### src/shared/dkrt_pkg.sv
// package of constants for the dual key reset timer
package dkrt_pkg;
    // ********************************************************
    // clock and timing
    // ********************************************************
    localparam int unsigned CLK_HZ            = 25000000;     // system clock rate
    localparam int unsigned DELAY_SHORT_MS    = 7500;         // selectable short delay, ms
    localparam int unsigned DELAY_LONG_MS     = 11250;        // selectable long delay, ms
    localparam int unsigned FIX_DELAY_MS      = 7500;         // fixed default delay, ms
    localparam int unsigned FIX_RELEASE_US    = 234000;       // fixed default release, us
    // other fixed pairings, kept for build choices
    localparam int unsigned ALT1_DELAY_MS     = 10000;        // pairing one delay
    localparam int unsigned ALT1_RELEASE_US   = 313000;       // pairing one release
    localparam int unsigned ALT2_DELAY_MS     = 10000;        // pairing two delay
    localparam int unsigned ALT2_RELEASE_US   = 78000;        // pairing two release
    localparam int unsigned ALT3_DELAY_MS     = 3000;         // pairing three delay
    localparam int unsigned ALT3_RELEASE_US   = 187500;       // pairing three release
    localparam int unsigned CYC_PER_MS        = CLK_HZ / 1000;     // cycles in a millisecond
    localparam int unsigned CYC_PER_US        = CLK_HZ / 1000000;  // cycles in a microsecond
    localparam int unsigned CNT_W             = 32;           // counter width
    localparam logic        SYNC_RST          = 1'b0;         // inverse of the synchroniser reset level
    localparam logic [3:0]  SEL_SETTLE        = 4'h3;         // strap capture waits for the synchroniser
    // state of the timer
    typedef enum logic [3:0] {
        DKRT_IDLE   = 4'b0001,   // waiting for both keys low
        DKRT_COUNT  = 4'b0010,   // counting the output delay
        DKRT_ASSERT = 4'b0100,   // reset out is low
        DKRT_LOCK   = 4'b1000    // auto released, waiting for a key release
    } dkrt_state_t;
endpackage : dkrt_pkg

### src/rtl/dkrt_sync.sv
// two flop synchroniser for the pin inputs
`timescale 1ns/1ps
module dkrt_sync (
    input  wire logic i_clk,
    input  wire logic i_rst_n,
    input  wire logic i_d,
    output logic      o_q
);
    logic meta;   // first stage, read only by the second
    // resets to high so idle keys are not seen as pressed
    always_ff @(posedge i_clk or negedge i_rst_n) begin
        if (!i_rst_n) begin
            meta <= ~dkrt_pkg::SYNC_RST;
            o_q  <= ~dkrt_pkg::SYNC_RST;
        end else begin
            meta <= i_d;
            o_q  <= meta;
        end
    end
endmodule : dkrt_sync

### src/rtl/dkrt_timer.sv
// dual key long press reset timer top
//
// Operation
// - count starts when both keys low together
// - key release during count aborts, no reset
// - new press restarts the full delay count
// - selectable variant holds reset while keys low
// - selectable delays are 7.5 s or 11.25 s
// - fixed variant auto releases after release time
// - default fixed 7.5 s delay, 0.234 s release
// - other pairs 10/0.313, 10/0.078, 3/0.1875
`timescale 1ns/1ps
module dkrt_timer #(
    // the other fixed pairings are built by overriding DELAY_MS and RELEASE_US
    parameter bit          FIXED_MODE  = 1'b0,                       // 1 selects the auto release variant
    parameter int unsigned DELAY_MS    = dkrt_pkg::FIX_DELAY_MS,     // fixed variant delay
    parameter int unsigned RELEASE_US  = dkrt_pkg::FIX_RELEASE_US,   // fixed variant release
    parameter int unsigned SHORT_MS    = dkrt_pkg::DELAY_SHORT_MS,   // selectable short delay
    parameter int unsigned LONG_MS     = dkrt_pkg::DELAY_LONG_MS     // selectable long delay
) (
    input  wire logic i_clk,
    input  wire logic i_rst_n,
    input  wire logic i_key_in_a_n,
    input  wire logic i_key_in_b_n,
    input  wire logic i_delay_sel,
    output logic      o_rst_n,
    output logic      o_rst_oe
);
    // ********************************************************
    // derived cycle counts
    // ********************************************************
    // scales a duration to cycles; multiplied in 64 bits but returned in 32, so very long delays wrap
    function automatic logic [31:0] to_cyc(input int unsigned amount, input int unsigned per_unit);
        return 32'(64'(amount) * 64'(per_unit));
    endfunction : to_cyc
    localparam logic [31:0] CYC_SHORT = to_cyc(SHORT_MS, dkrt_pkg::CYC_PER_MS);
    localparam logic [31:0] CYC_LONG  = to_cyc(LONG_MS, dkrt_pkg::CYC_PER_MS);
    localparam logic [31:0] CYC_FIXED = to_cyc(DELAY_MS, dkrt_pkg::CYC_PER_MS);
    localparam logic [31:0] CYC_REL   = to_cyc(RELEASE_US, dkrt_pkg::CYC_PER_US);

    // ********************************************************
    // input synchronisers
    // ********************************************************
    logic key_a_n;       // synchronised key a
    logic key_b_n;       // synchronised key b
    logic sel_sync;      // synchronised select strap
    dkrt_sync u_sync_a (.i_clk(i_clk), .i_rst_n(i_rst_n), .i_d(i_key_in_a_n), .o_q(key_a_n));
    dkrt_sync u_sync_b (.i_clk(i_clk), .i_rst_n(i_rst_n), .i_d(i_key_in_b_n), .o_q(key_b_n));
    dkrt_sync u_sync_s (.i_clk(i_clk), .i_rst_n(i_rst_n), .i_d(i_delay_sel), .o_q(sel_sync));

    // both keys pressed; a tied low unused key leaves the other in control
    logic both_low;
    assign both_low = ~key_a_n & ~key_b_n;

    // ********************************************************
    // delay strap capture
    // ********************************************************
    logic        sel_taken;  // strap already captured
    logic        sel_long;   // captured strap level
    logic [3:0]  settle;     // waits for the synchroniser to fill
    // captured once after reset; later strap changes are ignored, which is why
    // the board must not move it while powered
    always_ff @(posedge i_clk or negedge i_rst_n) begin
        if (!i_rst_n) begin
            sel_taken <= 1'b0;
            sel_long  <= 1'b0;
            settle    <= 4'h0;
        end else if (!sel_taken) begin
            settle <= settle + 4'h1;
            if (settle == dkrt_pkg::SEL_SETTLE) begin
                sel_taken <= 1'b1;
                sel_long  <= sel_sync;
            end
        end
    end

    // delay target for this build
    logic [31:0] delay_cyc;
    always_comb begin
        if (FIXED_MODE) begin
            delay_cyc = CYC_FIXED;
        end else if (sel_long) begin
            delay_cyc = CYC_LONG;
        end else begin
            delay_cyc = CYC_SHORT;
        end
    end

    // ********************************************************
    // state machine
    // ********************************************************
    // the lock state is reached only in the fixed build: it stops a held pair of
    // keys from firing a second reset right after the automatic release
    dkrt_pkg::dkrt_state_t state;       // present state
    dkrt_pkg::dkrt_state_t next_state;  // next state
    logic [31:0]           cnt;         // delay or release counter
    logic                  delay_done;  // delay reached
    logic                  rel_done;    // release reached
    // the counter is zero on entry, so the last count is one short of the target
    assign delay_done = (cnt >= delay_cyc - 32'h1);
    assign rel_done   = (cnt >= CYC_REL - 32'h1);

    always_comb begin
        next_state = state;
        case (state)
            dkrt_pkg::DKRT_IDLE: begin
                if (both_low && sel_taken) begin
                    next_state = dkrt_pkg::DKRT_COUNT;
                end
            end
            dkrt_pkg::DKRT_COUNT: begin
                if (!both_low) begin
                    next_state = dkrt_pkg::DKRT_IDLE;
                end else if (delay_done) begin
                    next_state = dkrt_pkg::DKRT_ASSERT;
                end
            end
            dkrt_pkg::DKRT_ASSERT: begin
                if (!both_low) begin
                    next_state = dkrt_pkg::DKRT_IDLE;
                end else if (FIXED_MODE && rel_done) begin
                    next_state = dkrt_pkg::DKRT_LOCK;
                end
            end
            dkrt_pkg::DKRT_LOCK: begin
                if (!both_low) begin
                    next_state = dkrt_pkg::DKRT_IDLE;
                end
            end
            default: next_state = dkrt_pkg::DKRT_IDLE;
        endcase
    end

    // state register
    always_ff @(posedge i_clk or negedge i_rst_n) begin
        if (!i_rst_n) begin
            state <= dkrt_pkg::DKRT_IDLE;
        end else begin
            state <= next_state;
        end
    end

    // counter clears on every state change so a new press starts at zero
    always_ff @(posedge i_clk or negedge i_rst_n) begin
        if (!i_rst_n) begin
            cnt <= 32'h0;
        end else if (next_state != state) begin
            cnt <= 32'h0;
        end else if (state == dkrt_pkg::DKRT_COUNT || state == dkrt_pkg::DKRT_ASSERT) begin
            cnt <= cnt + 32'h1;
        end
    end

    // output from a flop; open drain style, oe high while pulling low
    always_ff @(posedge i_clk or negedge i_rst_n) begin
        if (!i_rst_n) begin
            o_rst_n <= 1'b1;
        end else begin
            o_rst_n <= (next_state != dkrt_pkg::DKRT_ASSERT);
        end
    end
    assign o_rst_oe = ~o_rst_n;
endmodule : dkrt_timer

### config.mk
export PLATFORM = sky130hd
export DESIGN_NAME = dkrt_timer
export DESIGN_NICKNAME = d
export VERILOG_FILES = /design/src/shared/dkrt_pkg.sv /design/src/rtl/dkrt_sync.sv /design/src/rtl/dkrt_timer.sv
export SDC_FILE = /design/constraint.sdc
export NUM_CORES = 1
export LEC_CHECK = 0
export BUFFER_PORTS_ARGS = -buffer_cell sky130_fd_sc_hd__buf_2
export CORE_ASPECT_RATIO = 1.5
export CORE_MARGIN = 2
export CORE_UTILIZATION = 50
export CTS_CLUSTER_DIAMETER = 50
export DETAILED_ROUTE_END_ITERATION = 10
export PLACE_DENSITY = 0.66
export SLEW_MARGIN = 20
export SYNTH_ARGS = -nofsm -noshare
export SYNTH_HDL_FRONTEND = slang
export SYNTH_HIERARCHICAL = 1
export SYNTH_SLANG_ARGS = --single-unit
### constraint.sdc
create_clock -name i_clk -period 3.2 [get_ports i_clk]
set_clock_uncertainty 0.05 [all_clocks]
set_input_delay 0.96 -clock i_clk [delete_from_list [all_inputs] [get_ports i_clk]]
set_output_delay 0.96 -clock i_clk [all_outputs]
set_load 0.02 [all_outputs]
==> out/metrics.cfg <==
[outcome]
status=finished clean

[sta]
slew_headroom_pct=38.35
min_period_over_period_pct=89.53
hold_viol=0
tightest_slew_ns=0.9248
period_needed_ns=2.865
finalMaxSlewViolations=0
final-setup-viol-count=0
rsz0062_at_grt=no
fmax_mhz=349.1
setup_tns_ns=0

[drt]
via_count=2035
antenna_left=0
wl_per_cell_um=16.52
drt_first_pass_iters=4
drtIter0Drc=117
vias_per_cell=5.831
wl_um=5766
drc=0

[logic_synthesis]
syn_area_per_cell_sq_um=10.54
synth_fa_ha_area_share_pct=7.395
synth_compound_area_share_pct=15.96
synth_area_leader_cell=dfrtp_1
yosysUniqueCellTypes=46
synth.mux.area_fraction_pct=0.7395
synth_nets=295
netlist_top_cells_count=dfrtp_1, a21oi_2, xor2_1
synth.cell_area_sq_um=2877
ys_seq_area_share_pct=42.98
yosysWarnings=6
yosysMostFrequentCell=dfrtp_1
synth-seq-cells=49
synth_ff_type=dfrtp_1
synthXorXnorAreaFrac_pct=11.27
synthSimpleGateAreaFrac_pct=18.18
synth_edf_count=0
ys_top_cells_by_area=dfrtp_1, a21oi_2, ha_1
synthCells=273
synth_top_family_by_area=simple AND/OR/NAND/NOR gates
synth_top_area_share_pct=35.67
synth-async-reset-ratio_pct=100.0

[setup_path]
worstPathArrival_ns=2.99
endpoint_kind=register
critPathLaunchType=register
path_class=reg2reg
critPathRequiredTime_ns=3.32
path_max_fanout=26

[power_and_ir_drop]
p_sw_w=0.0002740
p_comb_share_pct=6.5
p_clk_share_pct=34.5
swShare_pct=25.46
p_int_w=0.0008020
p_seq_share_pct=59.0
powerDensity_nw_per_um2=350.1
ir_worst_vdd_mv=0.2646
power.leakage_nw=1.297

[floorplan]
rows=33
floorplan.initialDensity_pct=52.38
die_w_um=65.93
fp.dieArea_sq_um=6388
core_area_sq_um=5492
die_height_um=96.90
io_pins=7

[clock_network]
root_buffer=clkbuf_8
cts_num_sinks=49
htree_levels=2
insertion_delay_ns=0.31
hold_buffers=0
postCtsSetupRepairBufs=0
numCtsBuffers=5
cts_tree=built
cts_resized=0
clkTransAtPathRegs_ns=0.09
cts_buffer_depth=2

[layout]
fin_cells=349
num-nets-final=300
fin_area_sq_um=3073
nFillCells=495
drive_above_1_share_pct=22.58
synthToLayoutAreaGrowth_pct=6.829
diodes=0
fin_util_pct=55.96

[global_route]
grt_pass1_wl_um=9984
first_global_vias=2094
grt_overflow=0
antenna_found_initial=0
grt_util_all_layers_pct=20.00
grt_max_degree=44

[placed_design]
io_buffers=6
dpl-instance-area_sq_um=2982
dp_cells=341
dp_hpwl_um=4091
gp_congestion=0.8253

[worst_hold_path]
hold_path_class=reg2reg

[run]
maxCapViolCount=0

## sequential cells by signal, summed over array words and instances, names as in the netlist
signal	cells
sel_taken	1
sel_long	1
cnt	32
settle	4
state	4
u_sync_s/o_q	1
u_sync_b/o_q	1
o_rst_n	1
u_sync_a/o_q	1
u_sync_s/meta	1
u_sync_b/meta	1
u_sync_a/meta	1
## worst max-delay path, stage by stage (launching register included)
cell	delay (ns)
dfrtp_1	0.38
buf_4	0.18
ha_1	0.29
nand4_1	0.11
a2111oi_0	0.72
a211oi_2	0.21
o221ai_4	0.41
buf_12	0.27
a21oi_1	0.09
## cell families (layout without fill, tap and decap cells)
| group | after synthesis | in the layout |
|---|---|---|
| compound gates | 57 | 57 |
| flops | 49 | 49 |
| buf+inv | 18 | 24 |
| simple gates | 93 | 93 |
| xor+xnor | 37 | 37 |
| fa+ha+maj | 17 | 17 |
| mux | 2 | 2 |
## through the flow
step                      worst slack, ns  total power [W]  hold slack [ns]
after detailed placement           0.4007        0.0007193           0.2973
after global placement             0.4734        0.0007177           0.2953
after CTS                          0.3586         0.001095           0.3119
after floorplan                    0.7406        0.0006894           0.2952
final                              0.3352         0.001076           0.3090
after global routing               0.1899         0.001125           0.3154
## cell usage in the layout (no fill, tap or decap), types with 7 or more instances in the layout
cell type  count
nand3_1       14
xnor2_1       16
nand2_1       17
nand4_1       14
xor2_1        21
dfrtp_1       41
nor2_1        10
dfstp_2        8
nor3_1         7
nor4_1         8
a21oi_2       29
ha_1          17
## metal layers
layer / vias up / part of all wire [%] / global-route usage [%]
met5: - / 0 / 0
li1: 1009 / - / -
met3: 9 / 1.6 / 3.023
met4: 0 / 2.0 / 6.750
met2: 17 / 52 / 34.19
met1: 1000 / 44 / 25.32
## final timing paths
| kind | startpoint | endpoint | slack [ns] | depth (start not counted) |
|---|---|---|---|---|
| max | sel_long | cnt[18] | 0.34 | 8 |
| min | u_sync_a/meta | u_sync_a/o_q | 0.31 | 0 |
| max reg2reg | sel_long | cnt[18] | 0.34 | 8 |
| min reg2reg | u_sync_a/meta | u_sync_a/o_q | 0.31 | 0 |
| max in group asynchronous | i_rst_n | u_sync_b/o_q | 1.66 | 2 |
| min in group asynchronous | i_rst_n | settle[0] | 0.73 | 1 |
## layout make-up
cell class,instances,area (sq um),share of cell area [%]
inverter,3,11.26,0.3664
clock buffer,5,68.82,2.239
sequential,49,1236,40.23
timing repair buffer,13,95.09,3.094
clock inverter,3,22.52,0.7329
multi-input combinational,206,1551,50.49
tap,70,87.58,2.850
## power groups by stage
stage	logic (W)	clock network (W)	registers [W]
final	0.0000700	0.000371	0.000635
after global routing	0.0000810	0.000408	0.000636
after CTS	0.0000731	0.000387	0.000635
after detailed placement	0.0000729	0	0.000646
after global placement	0.0000714	0	0.000646
after floorplan	0.0000454	0	0.000644
Note: power is estimated with default switching activity, not from simulation.
